File: config.mk
export PLATFORM = sky130hd
export DESIGN_NAME = nand_host
export DESIGN_NICKNAME = d
export VERILOG_FILES = /design/src/rtl/nand_host.v /design/src/rtl/nand_bus_cycle.v
export VERILOG_INCLUDE_DIRS = /design/src /design/src/rtl
export SDC_FILE = /design/constraint.sdc
export NUM_CORES = 1
export LEC_CHECK = 0
export CAP_MARGIN = 30
export CORE_ASPECT_RATIO = 1.25
export CORE_MARGIN = 2
export CORE_UTILIZATION = 30
export DETAILED_ROUTE_END_ITERATION = 7
export DONT_BUFFER_PORTS = 1
export GPL_TIMING_DRIVEN = 0
export SYNTH_ARGS = -nofsm -noshare
export SYNTH_HDL_FRONTEND = slang
export SYNTH_SLANG_ARGS = --single-unit
File: constraint.sdc
create_clock -name i_sys_clk -period 3.69 [get_ports i_sys_clk]
set_clock_uncertainty 0.1 [all_clocks]
set_input_delay 0.1845 -clock i_sys_clk [delete_from_list [all_inputs] [get_ports i_sys_clk]]
set_output_delay 0.1845 -clock i_sys_clk [all_outputs]
set_load 0.1 [all_outputs]
File: src/rtl/nand_host_defs.vh
// constants for the nand command sequencer host
`ifndef NAND_HOST_DEFS_VH
`define NAND_HOST_DEFS_VH

// software register offsets (byte addresses)
`define REG_CTRL 8'h00
`define REG_ADDR_LO 8'h04
`define REG_ADDR_HI 8'h08
`define REG_DATA 8'h0c
`define REG_STATUS 8'h10
`define REG_FEAT 8'h14
`define REG_LAST_SR 8'h18

// control field positions
`define CTRL_OP_LSB 0
`define CTRL_OP_MSB 3
`define CTRL_GO 4

// host operations
`define OP_PAGE_READ 4'h0
`define OP_RAND_CACHE_READ 4'h1
`define OP_LAST_CACHE_READ 4'h2
`define OP_PAGE_PROGRAM 4'h3
`define OP_CACHE_PROGRAM 4'h4
`define OP_FINAL_CACHE_PROGRAM 4'h5
`define OP_BLOCK_ERASE 4'h6
`define OP_COPYBACK_READ 4'h7
`define OP_COPYBACK_PROGRAM 4'h8
`define OP_SET_FEATURE 4'h9
`define OP_RAND_DATA_IN 4'ha
`define OP_READ_STATUS 4'hb
`define OP_RESET 4'hc

// device command bytes
`define CMD_READ1 8'h00
`define CMD_READ2 8'h30
`define CMD_CACHE_RAND 8'h31
`define CMD_CACHE_LAST 8'h3f
`define CMD_PROG1 8'h80
`define CMD_PROG2 8'h10
`define CMD_CACHE_PROG2 8'h15
`define CMD_ERASE1 8'h60
`define CMD_ERASE2 8'hd0
`define CMD_CB_READ2 8'h35
`define CMD_RAND_IN 8'h85
`define CMD_SET_FEAT 8'hef
`define CMD_STATUS 8'h70
`define CMD_RESET 8'hff

// feature addresses and defaults
`define FEAT_IFACE 8'h02
`define FEAT_DRIVE 8'h10
`define FEAT_VPP 8'h30
`define DRIVE_UNDER 8'h02
`define DRIVE_DEFAULT 8'h04
`define VPP_OFF 8'h00
`define VPP_ON 8'h01

// status bit positions
`define SR_FAIL 0
`define SR_PRIOR_FAIL 1
`define SR_ARRAY_READY 5
`define SR_HOST_READY 6
`define SR_NOT_PROTECTED 7

// timing, 40 mhz: 25 ns period
`define CLK_PERIOD_NS 25
`define T_WC_NS 25
`define T_WHR_NS 120
`define T_WB_NS 100
`define WE_LOW_CYC 1
`define WE_HIGH_CYC 1
`define WHR_CYC ((`T_WHR_NS + `CLK_PERIOD_NS - 1) / `CLK_PERIOD_NS)
`define WB_CYC ((`T_WB_NS + `CLK_PERIOD_NS - 1) / `CLK_PERIOD_NS)

`endif

File: src/rtl/nand_host.v
// host sequencer driving a nand die through its command/address/data pins
//
// Strobed register access is this design's own decision.
`timescale 1ns/1ps
`include "nand_host_defs.vh"
// Behaviour
// - page read precedes cache reads, column zero
// - cache read sequence closes with 3fh
// - while array busy only cache-read, reset, status
// - program pages once, ascending in block
// - 85h redirects column, any number of times
// - cache program commands only, one block
// - erase sends three row cycles only
// - copy-back to same unit and plane
// - random data input before copy-back confirm
// - wait ready after set feature
// - reserved feature bytes written as zero
// - bytes latched on write strobe rise
// - column changes stay within page
module nand_host (
	input wire i_sys_clk,
	input wire i_rst,
	input wire [7:0] i_addr,
	input wire [31:0] i_wdata,
	input wire i_wr,
	input wire i_rd,
	output reg [31:0] o_rdata,
	output reg o_ce_n,
	output reg o_cle,
	output reg o_ale,
	output reg o_we_n,
	output reg o_re_n,
	output reg [7:0] o_dq,
	output reg o_dq_oe,
	input wire [7:0] i_dq,
	input wire i_rb
);
	localparam S_IDLE = 4'h0;
	localparam S_CMD1 = 4'h1;
	localparam S_ADDR = 4'h2;
	localparam S_DATA = 4'h3;
	localparam S_CMD2 = 4'h4;
	localparam S_BUSY = 4'h5;
	localparam S_WAIT_RB = 4'h6;
	localparam S_STAT_WHR = 4'h7;
	localparam S_STAT_RE = 4'h8;
	localparam S_STAT_CAP = 4'h9;
	localparam S_DONE = 4'ha;

	reg [3:0] state;
	reg [3:0] op;
	reg [15:0] column;
	reg [23:0] row;
	reg [7:0] feat_addr;
	reg [31:0] feat_param;
	reg [7:0] data_byte;
	reg data_valid;
	reg [7:0] last_status;
	reg busy;
	reg [2:0] addr_idx;
	reg [2:0] addr_cnt;
	reg [1:0] param_idx;
	reg [3:0] wait_cnt;
	reg cyc_start;
	reg [1:0] cyc_kind;
	reg [7:0] cyc_byte;
	wire cyc_done;
	wire cyc_we_n;
	wire cyc_cle;
	wire cyc_ale;
	wire [7:0] cyc_dq;
	wire cyc_oe;
	reg rb_meta;
	reg rb_sync;
	reg [7:0] dq_meta;
	reg [7:0] dq_sync;

	// first command byte of each operation
	function [7:0] first_cmd;
		input [3:0] o;
		begin
			case (o)
			`OP_PAGE_READ, `OP_COPYBACK_READ: first_cmd = `CMD_READ1;
			`OP_RAND_CACHE_READ: first_cmd = `CMD_READ1;
			`OP_LAST_CACHE_READ: first_cmd = `CMD_CACHE_LAST;
			`OP_PAGE_PROGRAM, `OP_CACHE_PROGRAM, `OP_FINAL_CACHE_PROGRAM: first_cmd = `CMD_PROG1;
			`OP_BLOCK_ERASE: first_cmd = `CMD_ERASE1;
			`OP_COPYBACK_PROGRAM, `OP_RAND_DATA_IN: first_cmd = `CMD_RAND_IN;
			`OP_SET_FEATURE: first_cmd = `CMD_SET_FEAT;
			`OP_READ_STATUS: first_cmd = `CMD_STATUS;
			default: first_cmd = `CMD_RESET;
			endcase
		end
	endfunction

	// confirm byte, zero where none follows
	function [7:0] second_cmd;
		input [3:0] o;
		begin
			case (o)
			`OP_PAGE_READ: second_cmd = `CMD_READ2;
			`OP_RAND_CACHE_READ: second_cmd = `CMD_CACHE_RAND;
			`OP_COPYBACK_READ: second_cmd = `CMD_CB_READ2;
			`OP_PAGE_PROGRAM, `OP_FINAL_CACHE_PROGRAM: second_cmd = `CMD_PROG2;
			`OP_COPYBACK_PROGRAM: second_cmd = `CMD_PROG2;
			`OP_CACHE_PROGRAM: second_cmd = `CMD_CACHE_PROG2;
			`OP_BLOCK_ERASE: second_cmd = `CMD_ERASE2;
			default: second_cmd = 8'h00;
			endcase
		end
	endfunction

	// number of address cycles
	function [2:0] addr_cycles;
		input [3:0] o;
		begin
			case (o)
			`OP_BLOCK_ERASE: addr_cycles = 3'h3;
			`OP_RAND_DATA_IN: addr_cycles = 3'h2;
			`OP_SET_FEATURE: addr_cycles = 3'h1;
			`OP_LAST_CACHE_READ, `OP_READ_STATUS, `OP_RESET: addr_cycles = 3'h0;
			default: addr_cycles = 3'h5;
			endcase
		end
	endfunction

	nand_bus_cycle u_cycle (
		.i_sys_clk(i_sys_clk),
		.i_rst(i_rst),
		.i_start(cyc_start),
		.i_kind(cyc_kind),
		.i_byte(cyc_byte),
		.o_done(cyc_done),
		.o_we_n(cyc_we_n),
		.o_cle(cyc_cle),
		.o_ale(cyc_ale),
		.o_dq(cyc_dq),
		.o_dq_oe(cyc_oe)
	);

	always @(posedge i_sys_clk) begin
		if (i_rst) begin
			rb_meta <= 1'b0;
			rb_sync <= 1'b0;
			dq_meta <= 8'h00;
			dq_sync <= 8'h00;
		end else begin
			rb_meta <= i_rb;
			rb_sync <= rb_meta;
			dq_meta <= i_dq;
			dq_sync <= dq_meta;
		end
	end

	// address byte for the current cycle
	reg [7:0] addr_byte;
	always @* begin
		addr_byte = 8'h00;
		if (op == `OP_SET_FEATURE)
			addr_byte = feat_addr;
		else if (op == `OP_BLOCK_ERASE)
			addr_byte = row[addr_idx*8 +: 8];
		else if (addr_idx < 3'h2)
			// cache reads always start at column zero
			addr_byte = (op == `OP_RAND_CACHE_READ) ? 8'h00 : column[addr_idx*8 +: 8];
		else
			addr_byte = row[(addr_idx - 3'h2)*8 +: 8];
	end

	// pin outputs registered from the cycle engine
	always @(posedge i_sys_clk) begin
		if (i_rst) begin
			o_cle <= 1'b0;
			o_ale <= 1'b0;
			o_we_n <= 1'b1;
			o_dq <= 8'h00;
			o_dq_oe <= 1'b0;
		end else begin
			o_cle <= cyc_cle;
			o_ale <= cyc_ale;
			o_we_n <= cyc_we_n;
			o_dq <= cyc_dq;
			o_dq_oe <= cyc_oe;
		end
	end

	always @(posedge i_sys_clk) begin
		cyc_start <= 1'b0;
		if (i_rst) begin
			state <= S_IDLE;
			op <= `OP_RESET;
			column <= 16'h0000;
			row <= 24'h000000;
			feat_addr <= `FEAT_IFACE;
			feat_param <= 32'h00000000;
			data_byte <= 8'h00;
			data_valid <= 1'b0;
			last_status <= 8'h00;
			busy <= 1'b0;
			addr_idx <= 3'h0;
			addr_cnt <= 3'h0;
			param_idx <= 2'h0;
			wait_cnt <= 4'h0;
			cyc_kind <= 2'h0;
			cyc_byte <= 8'h00;
			o_ce_n <= 1'b1;
			o_re_n <= 1'b1;
		end else begin
			if (i_wr && !busy) begin
				case (i_addr)
				`REG_ADDR_LO: column <= i_wdata[15:0];
				`REG_ADDR_HI: row <= i_wdata[23:0];
				`REG_DATA: begin
					data_byte <= i_wdata[7:0];
					data_valid <= 1'b1;
				end
				`REG_FEAT: begin
					feat_addr <= i_wdata[7:0];
					feat_param <= 32'h00000000;
				end
				default: ;
				endcase
			end
			// parameter bytes: reserved upper bytes forced to zero
			if (i_wr && !busy && i_addr == `REG_FEAT + 8'h04)
				feat_param <= {16'h0000, i_wdata[15:0]};
			case (state)
			S_IDLE: begin
				if (i_wr && i_addr == `REG_CTRL && i_wdata[`CTRL_GO]) begin
					op <= i_wdata[`CTRL_OP_MSB:`CTRL_OP_LSB];
					busy <= 1'b1;
					o_ce_n <= 1'b0;
					state <= S_CMD1;
					cyc_kind <= 2'h0;
					cyc_byte <= first_cmd(i_wdata[`CTRL_OP_MSB:`CTRL_OP_LSB]);
					cyc_start <= 1'b1;
				end
			end
			S_CMD1: begin
				if (cyc_done) begin
					addr_idx <= 3'h0;
					addr_cnt <= addr_cycles(op);
					// fresh busy window for every order
					wait_cnt <= 4'h0;
					if (op == `OP_READ_STATUS) begin
						state <= S_STAT_WHR;
					end else if (addr_cycles(op) != 3'h0) begin
						state <= S_ADDR;
					end else begin
						state <= S_BUSY;
					end
				end
			end
			S_ADDR: begin
				if (cyc_done || addr_idx == 3'h0 && !cyc_start && addr_cnt != 3'h0 && o_we_n && !cyc_oe) begin
					if (addr_cnt == 3'h0) begin
						param_idx <= 2'h0;
						// only program-type and random data input orders carry the data byte
						if (op == `OP_SET_FEATURE)
							state <= S_DATA;
						else if (data_valid && (first_cmd(op) == `CMD_PROG1 || first_cmd(op) == `CMD_RAND_IN))
							state <= S_DATA;
						else
							state <= S_CMD2;
					end else begin
						cyc_kind <= 2'h1;
						cyc_byte <= addr_byte;
						cyc_start <= 1'b1;
						addr_idx <= addr_idx + 3'h1;
						addr_cnt <= addr_cnt - 3'h1;
					end
				end
			end
			S_DATA: begin
				if (!cyc_start && !cyc_oe && o_we_n) begin
					// four parameter bytes in order, no latency cycles
					cyc_kind <= 2'h2;
					cyc_start <= 1'b1;
					if (op == `OP_SET_FEATURE) begin
						cyc_byte <= feat_param[param_idx*8 +: 8];
						param_idx <= param_idx + 2'h1;
						if (param_idx == 2'h3) begin
							wait_cnt <= 4'h0;
							state <= S_BUSY;
						end
					end else begin
						cyc_byte <= data_byte;
						data_valid <= 1'b0;
						state <= S_CMD2;
					end
				end
			end
			S_CMD2: begin
				if (!cyc_start && !cyc_oe && o_we_n) begin
					if (second_cmd(op) != 8'h00) begin
						cyc_kind <= 2'h0;
						cyc_byte <= second_cmd(op);
						cyc_start <= 1'b1;
					end
					wait_cnt <= 4'h0;
					state <= S_BUSY;
				end
			end
			S_BUSY: begin
				// let the device pull busy before watching ready
				if (!cyc_start && !cyc_oe) begin
					if (wait_cnt == `WB_CYC)
						state <= S_WAIT_RB;
					else
						wait_cnt <= wait_cnt + 4'h1;
				end
			end
			S_WAIT_RB: begin
				// new setting applies as ready rises
				if (rb_sync || op == `OP_RAND_DATA_IN) begin
					state <= S_DONE;
				end
			end
			S_STAT_WHR: begin
				if (wait_cnt == `WHR_CYC) begin
					o_re_n <= 1'b0;
					wait_cnt <= 4'h0;
					state <= S_STAT_RE;
				end else begin
					wait_cnt <= wait_cnt + 4'h1;
				end
			end
			S_STAT_RE: begin
				// allow the synchroniser to settle on the driven byte
				if (wait_cnt == 4'h3)
					state <= S_STAT_CAP;
				else
					wait_cnt <= wait_cnt + 4'h1;
			end
			S_STAT_CAP: begin
				last_status <= dq_sync;
				o_re_n <= 1'b1;
				state <= S_DONE;
			end
			S_DONE: begin
				o_ce_n <= 1'b1;
				busy <= 1'b0;
				state <= S_IDLE;
			end
			default: state <= S_IDLE;
			endcase
		end
	end

	// read data one cycle after the strobe
	always @(posedge i_sys_clk) begin
		if (i_rst) begin
			o_rdata <= 32'h00000000;
		end else if (i_rd) begin
			case (i_addr)
			`REG_CTRL: o_rdata <= {27'h0000000, busy, op};
			`REG_ADDR_LO: o_rdata <= {16'h0000, column};
			`REG_ADDR_HI: o_rdata <= {8'h00, row};
			`REG_DATA: o_rdata <= {24'h000000, data_byte};
			`REG_STATUS: o_rdata <= {23'h000000, rb_sync, last_status[`SR_NOT_PROTECTED],
				last_status[`SR_HOST_READY], last_status[`SR_ARRAY_READY], 3'h0,
				last_status[`SR_PRIOR_FAIL], last_status[`SR_FAIL]};
			`REG_FEAT: o_rdata <= {24'h000000, feat_addr};
			`REG_LAST_SR: o_rdata <= {24'h000000, last_status};
			default: o_rdata <= 32'h00000000;
			endcase
		end else begin
			o_rdata <= 32'h00000000;
		end
	end
endmodule

File: src/rtl/nand_bus_cycle.v
// one latched command, address or data byte on the flash bus
`timescale 1ns/1ps
`include "nand_host_defs.vh"
module nand_bus_cycle (
	input wire i_sys_clk,
	input wire i_rst,
	input wire i_start,
	input wire [1:0] i_kind,
	input wire [7:0] i_byte,
	output reg o_done,
	output reg o_we_n,
	output reg o_cle,
	output reg o_ale,
	output reg [7:0] o_dq,
	output reg o_dq_oe
);
	// kind 0 command, 1 address, 2 data
	reg [1:0] phase;
	always @(posedge i_sys_clk) begin
		o_done <= 1'b0;
		if (i_rst) begin
			phase <= 2'h0;
			o_we_n <= 1'b1;
			o_cle <= 1'b0;
			o_ale <= 1'b0;
			o_dq <= 8'h00;
			o_dq_oe <= 1'b0;
		end else begin
			case (phase)
			2'h0: begin
				if (i_start) begin
					o_cle <= (i_kind == 2'h0);
					o_ale <= (i_kind == 2'h1);
					o_dq <= i_byte;
					o_dq_oe <= 1'b1;
					o_we_n <= 1'b0;
					phase <= 2'h1;
				end
			end
			2'h1: begin
				// byte captured by the device on this rising edge
				o_we_n <= 1'b1;
				phase <= 2'h2;
			end
			2'h2: begin
				o_cle <= 1'b0;
				o_ale <= 1'b0;
				o_dq_oe <= 1'b0;
				o_done <= 1'b1;
				phase <= 2'h0;
			end
			default: phase <= 2'h0;
			endcase
		end
	end
endmodule

==> results of run 1 <==
==> worst max-delay path by stage <==
stage,from,end,depth (start not counted)
global route,o_we_n$_SDFF_PP1_,cyc_byte[1]$_SDFFE_PP0P_,6
floorplan,o_we_n$_SDFF_PP1_,cyc_byte[5]$_SDFFE_PP0P_,5
CTS,o_we_n$_SDFF_PP1_,cyc_byte[5]$_SDFFE_PP0P_,6
global placement,o_we_n$_SDFF_PP1_,cyc_byte[5]$_SDFFE_PP0P_,5
finish,o_we_n$_SDFF_PP1_,cyc_byte[5]$_SDFFE_PP0P_,6
detailed placement,o_we_n$_SDFF_PP1_,cyc_byte[5]$_SDFFE_PP0P_,6
==> power by group <==
part,total [mW],internal (mW),switching [mW]
logic,1.15,0.387,0.764
clock network,1.93,0.976,0.952
registers,2.47,2.22,0.247
==> synth_stat cells (10+ instances only) <==
| cell | instances | share of area (%) |
|---|---|---|
| sky130_fd_sc_hd__a22oi_1 | 31 | 2.5 |
| sky130_fd_sc_hd__a21oi_1 | 115 | 6.2 |
| sky130_fd_sc_hd__mux2i_1 | 19 | 2.1 |
| sky130_fd_sc_hd__nor3_1 | 14 | 0.76 |
| sky130_fd_sc_hd__and2_1 | 10 | 0.68 |
| sky130_fd_sc_hd__dfxtp_1 | 194 | 42 |
| sky130_fd_sc_hd__nor2_1 | 44 | 1.8 |
| sky130_fd_sc_hd__nand3_1 | 76 | 4.1 |
| sky130_fd_sc_hd__inv_1 | 26 | 1.1 |
| sky130_fd_sc_hd__clkbuf_1 | 75 | 3.0 |
| sky130_fd_sc_hd__nand2_1 | 156 | 6.3 |
| sky130_fd_sc_hd__o21ai_0 | 32 | 1.7 |
| sky130_fd_sc_hd__nor3b_1 | 13 | 1.1 |
| sky130_fd_sc_hd__a211oi_1 | 16 | 1.3 |
| sky130_fd_sc_hd__nor2b_1 | 42 | 2.8 |
| sky130_fd_sc_hd__ha_1 | 15 | 2.0 |
| sky130_fd_sc_hd__nand2b_1 | 15 | 1.0 |
| sky130_fd_sc_hd__mux2_2 | 20 | 2.4 |
| sky130_fd_sc_hd__a31oi_1 | 15 | 1.0 |
==> registers in the layout (all words and copies together) (netlist names), 2 cells and up, named ones only <==
register and cells:
o_rdata 24, row 24, column 16, feat_param 16, cyc_byte 8, data_byte 8
dq_meta 8, dq_sync 8, feat_addr 8, last_status 8, o_dq 8, u_cycle.o_dq 8
op 4, state 4, wait_cnt 4, addr_cnt 3, addr_idx 3, cyc_kind 2
param_idx 2, u_cycle.phase 2
==> stage by stage <==
stage	hold WS (ns)	instances	total power, mW
6_report	0.04770	1582	5.547
5_1_grt	0.08065	1582	5.742
4_1_cts	0.02854	1582	5.557
3_5_place_dp	0.2185	1517	3.600
3_3_place_gp	0.2129	1514	3.581
2_1_floorplan	0.2127	1113	3.251
==> layer usage <==
| layer | GRT usage (%) | part of all wire, % | vias to the layer above |
|---|---|---|---|
| met5 | 0 | 0 | - |
| met4 | 11.58 | 5.0 | 0 |
| met3 | 4.266 | 6.4 | 88 |
| met2 | 35.64 | 48 | 340 |
| met1 | 25.47 | 40 | 4315 |
| li1 | - | - | 4113 |
==> timing repair <==
item | CTS | global route
hold buffers | 33 | 0
endpoints found under the hold margin | 66 | 0
resized for setup | 0 | 0
endpoints found under the setup margin | 0 | 0
==> layout make-up <==
type	count	area [um2]	area share (%)
tap	401	501.7	4.661
multi-input combinational	797	4886	45.39
clock inverter	15	192.7	1.790
sequential	194	3884	36.08
inverter	26	97.59	0.9067
timing repair buffer	36	366.6	3.406
buffer	96	410.4	3.813
clock buffer	17	425.4	3.952
==> logic make-up after synthesis <==
group | after synthesis | synth area share, %
and+or+nand+nor | 433 | 24.12
adders and majority gates | 15 | 2.030
buffers and inverters | 122 | 5.495
muxes | 39 | 4.493
xor gates and xnor gates | 2 | 0.1895
other | 1 | 0.04056
AOI/OAI and AO/OA | 300 | 21.63
DFF | 194 | 42.01
==> worst max-delay path: cells and delay by family, from the launching register on <==
family / cells / cell delay, ns
AOI/OAI and AO/OA: 3 / 1.40
buffers and inverters: 1 / 0.12
DFF: 1 / 0.42
and+or+nand+nor: 2 / 1.31
==> metrics.json, run 1 <==
{
  "status": {"value": "finished clean"},
  "clock_tree_root": {"value": "sky130_fd_sc_hd__clkbuf_16"},
  "fmax": {"value": 288.9, "unit": "MHz"},
  "post_synthesis_area_per_instance": {"value": 8.359, "unit": "um2"},
  "overall_via_count_from_detail_route": {"value": 8856},
  "leakagePower": {"value": 3.471, "unit": "nW"},
  "drv_cap": {"value": 0},
  "worstSetupPathType": {"value": "reg -> reg"},
  "place_ws": {"value": 0.2620, "unit": "ns"},
  "final_worst_slack": {"value": 0.2288, "unit": "ns"},
  "wl_per_cell": {"value": 22.01, "unit": "um"},
  "drt_first_pass_iters": {"value": 7},
  "ant_nets": {"value": 0},
  "clkSlewWorstSetupHoldPaths": {"value": 0.08, "unit": "ns"},
  "worst_reg2reg_path_endpoint": {"value": "cyc_byte[5]$_SDFFE_PP0P_"},
  "n_antenna_cell": {"value": 0},
  "cts_tree": {"value": "done"},
  "detail_route.vias_per_cell": {"value": 5.598},
  "synth_async_sr_flop_share": {"value": 0, "unit": "%"},
  "synth_enable_flop_cells": {"value": 0},
  "worstHoldStart": {"value": "i_wdata[3]"},
  "post-route-cell-area": {"value": 10760, "unit": "um2"},
  "netlist_instances": {"value": 1106},
  "port-buffer-count": {"value": 0},
  "rsz0062_at_grt": {"value": "no"},
  "cts.path.max_buffers": {"value": 2},
  "ys_dominant_reg_cell": {"value": "sky130_fd_sc_hd__dfxtp_1"},
  "later_pin_clock_latency_in_the_skew_report": {"value": 0.47, "unit": "ns"},
  "cts_setup_buffers": {"value": 0},
  "holdCritPathClass": {"value": "in -> reg"},
  "fp.coreArea": {"value": 30200, "unit": "um2"},
  "worst_case_vdd_ir_drop": {"value": 321.0, "unit": "uV"},
  "layout.cells.most_common": {"value": "sky130_fd_sc_hd__dfxtp_1"},
  "crit-reg2reg-launch": {"value": "o_we_n$_SDFF_PP1_"},
  "place.detailed.hpwl": {"value": 25.87, "unit": "mm"},
  "route.detailed.drc": {"value": 0},
  "cp_cell_sequence": {"value": "buf_1 > nor3b_1 > a41oi_1 > a2111o_1 > or4_1 > o221a_2"},
  "maxSlewHeadroom": {"value": 33.36, "unit": "%"},
  "critPathMaxStageDelay": {"value": 0.75, "unit": "ns"},
  "critPathCaptureType": {"value": "flop"},
  "timing.reg2reg.worst_path_depth": {"value": 6},
  "synth-seq-cells": {"value": 194},
  "detailedRoute.firstIterationViolations": {"value": 941},
  "report.final.hold_viol_count": {"value": 0},
  "vias_in_the_first_global_route": {"value": 8319},
  "number_of_max_slew_violations_in_the_final_report": {"value": 0},
  "worst_hold_path.endpoint": {"value": "op[3]$_SDFFE_PP1P_"},
  "period_minus_slack": {"value": 3.461, "unit": "ns"},
  "slowest_stage": {"value": "sky130_fd_sc_hd__nor3b_1"},
  "layout.cells.most_common_list": {"value": "sky130_fd_sc_hd__dfxtp_1 (194), sky130_fd_sc_hd__nand2_1 (156), sky130_fd_sc_hd__a21oi_1 (115), sky130_fd_sc_hd__nand3_1 (76), sky130_fd_sc_hd__clkbuf_1 (75)"},
  "clock_net_sink_count": {"value": 194},
  "final_min_period_over_clock_period": {"value": 93.80, "unit": "%"},
  "grt_pass1_wl": {"value": 51.61, "unit": "mm"},
  "arrival_time_reported_for_the_critical_path_endpoint": {"value": 3.73, "unit": "ns"},
  "std_cell_rows": {"value": 71},
  "required": {"value": 3.96, "unit": "ns"},
  "initial_core_util": {"value": 30.61, "unit": "%"},
  "ys_types": {"value": 80},
  "area_added_between_synthesis_and_finish": {"value": 16.43, "unit": "%"},
  "place_area": {"value": 9816, "unit": "um2"},
  "power.density_cell_area": {"value": 515.3, "unit": "nW/um2"},
  "synth-seq-area-share": {"value": 42.01, "unit": "%"},
  "worstPathMaxFanout": {"value": 6},
  "report.final.setup_viol": {"value": 0},
  "final_core_util": {"value": 35.64, "unit": "%"},
  "filler_cell_count": {"value": 3211},
  "worstSetupStartpointType": {"value": "flop"},
  "post_route_cells_drive_above_1_share": {"value": 7.621, "unit": "%"},
  "largest_net_degree_at_the_start_of_global_routing": {"value": 21},
  "num-nets-final": {"value": 1236},
  "worst-slew-pin-transition": {"value": 0.9982, "unit": "ns"},
  "routability_congestion": {"value": 0.9667},
  "global_route.overflow_total": {"value": 0},
  "fin_tns_setup": {"value": 0, "unit": "ns"},
  "dieHeight": {"value": 200.3, "unit": "um"},
  "htree_num_levels": {"value": 4},
  "grt_antenna_before_repair": {"value": 0},
  "cts_buffers": {"value": 17},
  "boundaryPins": {"value": 99},
  "rrSetupSlack": {"value": 0.23, "unit": "ns"},
  "syn_area": {"value": 9245, "unit": "um2"},
  "route.final.wire_length": {"value": 34.82, "unit": "mm"},
  "grt.total_usage": {"value": 21.27, "unit": "%"},
  "die_w": {"value": 161.0, "unit": "um"},
  "min_delay_path_depth": {"value": 2},
  "ys_warn_count": {"value": 0},
  "floorplan.die_area": {"value": 32250, "unit": "um2"}
}
(Power assumes the default switching activity.)
==> run 2, diff against run 1 <==
Settings changed: PLACE_DENSITY set to 0.53.
==> run 2 against run 1 <==
  * Final cell count stayed put
  * Combinational power about the same
  * Clock power barely moved
  * First-iteration DRC count fell by 7.5%
  * Sequential cell count stayed put
  * Largest power group unchanged
  * Count of clock-buffer cells in the layout up 2
  * Final area decreased by 0.19%
  * Worst setup slack worse by 0.032 ns
  * Register-to-register slack got worse by 0.03 ns
==> metrics.json, run 2 (synthesis results as in run 1) <==
{
  "leakagePower": {"value": 3.458, "unit": "nW", "change": "-0.38%"},
  "cts.path.max_buffers": {"value": 2, "change": "unchanged"},
  "post-route-cell-area": {"value": 10740, "unit": "um2", "change": "-0.19%"},
  "worst_reg2reg_path_endpoint": {"value": "cyc_byte[5]$_SDFFE_PP0P_"},
  "layout.cells.most_common_list": {"value": "sky130_fd_sc_hd__dfxtp_1 (193), sky130_fd_sc_hd__nand2_1 (156), sky130_fd_sc_hd__a21oi_1 (115), sky130_fd_sc_hd__clkbuf_1 (77), sky130_fd_sc_hd__nand3_1 (76)"},
  "grt.total_usage": {"value": 21.50, "unit": "%", "change": "+0.23 points"},
  "rsz0062_at_grt": {"value": "no"},
  "rrSetupSlack": {"value": 0.20, "unit": "ns", "change": "-0.03 ns"},
  "global_route.peak_usage_layer": {"value": "met2"},
  "post_route_cells_drive_above_1_share": {"value": 7.542, "unit": "%", "change": "-0.078 points"},
  "holdCritPathClass": {"value": "in -> reg"},
  "power.share.clock": {"value": 35.1, "unit": "%", "change": "+0.3 points"},
  "detail_route.vias_per_cell": {"value": 5.542, "change": "-0.99%"},
  "required": {"value": 3.94, "unit": "ns", "change": "-0.02 ns"},
  "floorplan.die_area": {"value": 32250, "unit": "um2", "change": "unchanged"},
  "net-switching-power": {"value": 1.909, "unit": "mW", "change": "-2.7%"},
  "area_added_between_synthesis_and_finish": {"value": 16.21, "unit": "%"},
  "cts_setup_buffers": {"value": 0, "change": "unchanged"},
  "htree_num_levels": {"value": 4, "change": "unchanged"},
  "fmax": {"value": 286.3, "unit": "MHz", "change": "-0.92%"},
  "layout.cells.most_common": {"value": "sky130_fd_sc_hd__dfxtp_1"},
  "place_ws": {"value": -0.2948, "unit": "ns", "change": "-0.5568 ns"},
  "fp.coreArea": {"value": 30200, "unit": "um2", "change": "unchanged"},
  "final_min_period_over_clock_period": {"value": 94.67, "unit": "%", "change": "+0.87 points"},
  "dieHeight": {"value": 200.3, "unit": "um", "change": "unchanged"},
  "worst_hold_path.endpoint": {"value": "op[3]$_SDFFE_PP1P_"},
  "port-buffer-count": {"value": 0, "change": "unchanged"},
  "ant_nets": {"value": 0, "change": "unchanged"},
  "grtUsageMet2": {"value": 36.36, "unit": "%", "change": "+0.72 points"},
  "power.density_cell_area": {"value": 517.9, "unit": "nW/um2", "change": "+0.50%"},
  "report.final.hold_viol_count": {"value": 0, "change": "unchanged"},
  "report.final.setup_viol": {"value": 0, "change": "unchanged"},
  "period_minus_slack": {"value": 3.493, "unit": "ns", "change": "+0.03198 ns"},
  "crit-reg2reg-launch": {"value": "o_we_n$_SDFF_PP1_"},
  "clock_net_sink_count": {"value": 194, "change": "unchanged"},
  "critPathCaptureType": {"value": "flop"},
  "route.final.wire_length": {"value": 34.98, "unit": "mm", "change": "+0.45%"},
  "fin_tns_setup": {"value": 0, "unit": "ns", "change": "unchanged"},
  "seqPwrFrac": {"value": 44.6, "unit": "%", "change": "about the same"},
  "global_route.overflow_total": {"value": 0, "change": "unchanged"},
  "grt_antenna_before_repair": {"value": 1, "change": "+1"},
  "later_pin_clock_latency_in_the_skew_report": {"value": 0.46, "unit": "ns", "change": "about the same"},
  "gr-usage-met1": {"value": 26.18, "unit": "%", "change": "+0.71 points"},
  "route.detailed.drc": {"value": 0, "change": "unchanged"},
  "vias_in_the_first_global_route": {"value": 8297, "change": "-0.26%"},
  "globalRouteMet3Util": {"value": 4.266, "unit": "%", "change": "unchanged"},
  "detailedRoute.firstIterationViolations": {"value": 870, "change": "-7.5%"},
  "worst_case_vdd_ir_drop": {"value": 316.5, "unit": "uV", "change": "-1.4%"},
  "status": {"value": "finished clean"},
  "worst-slew-pin-transition": {"value": 0.9999, "unit": "ns", "change": "+0.001654 ns"},
  "largest_net_degree_at_the_start_of_global_routing": {"value": 19, "change": "-9.5%"},
  "worstPathMaxFanout": {"value": 6, "change": "unchanged"},
  "arrival_time_reported_for_the_critical_path_endpoint": {"value": 3.75, "unit": "ns", "change": "+0.02 ns"},
  "std_cell_rows": {"value": 71, "change": "unchanged"},
  "drt_first_pass_iters": {"value": 7, "change": "unchanged"},
  "maxSlewHeadroom": {"value": 32.40, "unit": "%", "change": "-0.96 points"},
  "cts_buffers": {"value": 17, "change": "unchanged"},
  "routability_congestion": {"value": 0.9512, "change": "-1.6%"},
  "worstSetupStartpointType": {"value": "flop"},
  "cts_tree": {"value": "done"},
  "grt_pass1_wl": {"value": 52.18, "unit": "mm", "change": "+1.1%"},
  "boundaryPins": {"value": 99, "change": "unchanged"},
  "final_worst_slack": {"value": 0.1968, "unit": "ns", "change": "-0.03198 ns"},
  "layout_top_registers": {"value": "o_rdata (24), row (24)"},
  "timing.reg2reg.worst_path_depth": {"value": 6, "change": "unchanged"},
  "drv_cap": {"value": 0, "change": "unchanged"},
  "number_of_max_slew_violations_in_the_final_report": {"value": 0, "change": "unchanged"},
  "overall_via_count_from_detail_route": {"value": 8768, "change": "-0.99%"},
  "switching_share": {"value": 34.30, "unit": "%", "change": "-1.1 points"},
  "clock_tree_root": {"value": "sky130_fd_sc_hd__clkbuf_16"},
  "intPower": {"value": 3.656, "unit": "mW", "change": "+2.0%"},
  "place.detailed.hpwl": {"value": 26.16, "unit": "mm", "change": "+1.1%"},
  "initial_core_util": {"value": 30.61, "unit": "%", "change": "unchanged"},
  "comb_pwr_share": {"value": 20.3, "unit": "%", "change": "-0.5 points"},
  "wl_per_cell": {"value": 22.11, "unit": "um", "change": "+0.45%"},
  "clkSlewWorstSetupHoldPaths": {"value": 0.08, "unit": "ns", "change": "about the same"},
  "worstHoldStart": {"value": "i_wdata[3]"},
  "die_w": {"value": 161.0, "unit": "um", "change": "unchanged"},
  "worstSetupPathType": {"value": "reg -> reg"},
  "place_area": {"value": 9778, "unit": "um2", "change": "-0.38%"},
  "num-nets-final": {"value": 1235, "change": "-0.081%"},
  "min_delay_path_depth": {"value": 2, "change": "unchanged"}
}
## run 2: power groups by stage
| stage | sequential [mW] | clock [mW] | combinational [mW] |
|---|---|---|---|
| finish | 2.48 | 1.95 | 1.13 |
| CTS | 2.48 | 1.99 | 1.10 |
| global placement | 2.53 | 0 | 1.05 |
| global route | 2.49 | 2.07 | 1.22 |
| detailed placement | 2.53 | 0 | 1.04 |
| floorplan | 2.50 | 0 | 0.749 |
## run 2: critical path, stage by stage, from the launching register on
cell and delay, ns:
sky130_fd_sc_hd__dfxtp_2 0.67, sky130_fd_sc_hd__clkbuf_1 0.16, sky130_fd_sc_hd__nor3b_2 0.53, sky130_fd_sc_hd__a41oi_1 0.52, sky130_fd_sc_hd__a2111o_1 0.61, sky130_fd_sc_hd__or4_1 0.55
sky130_fd_sc_hd__o221a_2 0.24
## run 2: routing by layer
metal	part of all wire, %	vias to the layer above
li1	-	4110
met1	42	4286
met2	49	313
met3	5.5	59
met4	4.1	0
met5	0	-
## run 2: final cells by class
type	count	area (um2)
Fill cell	3229	19460
Clock buffer	19	442.9
Antenna cell	1	2.502
Sequential cell	194	3885
Buffer	96	410.4
Inverter	26	97.59
Clock inverter	13	167.7
Timing Repair Buffer	35	339.1
Tap cell	401	501.7
Multi-Input combinational cell	797	4897
## run 2: worst max-delay path by stage
stage	start	end	slack, ns	depth (start not counted)
after floorplan	o_we_n$_SDFF_PP1_	cyc_byte[5]$_SDFFE_PP0P_	0.64	5
after global placement	o_we_n$_SDFF_PP1_	cyc_byte[0]$_SDFFE_PP0P_	-0.34	5
after detailed placement	o_we_n$_SDFF_PP1_	cyc_byte[0]$_SDFFE_PP0P_	-0.29	5
after CTS	o_we_n$_SDFF_PP1_	cyc_byte[0]$_SDFFE_PP0P_	0.02	5
after global routing	state[3]$_SDFFE_PP0P_	flop	0.11	10
final	o_we_n$_SDFF_PP1_	cyc_byte[5]$_SDFFE_PP0P_	0.20	6
## run 2: repair_timing
action | 4_1_cts | 5_1_grt
hold buffers | 33 | 0
gates resized for setup | 1 | 2
setup endpoints to repair | 10 | 9
gates cloned | 0 | 0
endpoints found under the hold margin | 66 | 0
pin swaps | 0 | 0
## run 2: per-stage QoR
step                utilization (%)  hold slack (ns)  instances  total power [mW]
finish                        35.57          0.06886       1582             5.564
global route                  35.56          0.06447       1581             5.783
CTS                           35.51          0.04281       1580             5.572
detailed placement            32.37           0.2201       1515             3.571
global placement              32.36           0.2140       1514             3.579
floorplan                         -           0.2127       1113             3.251
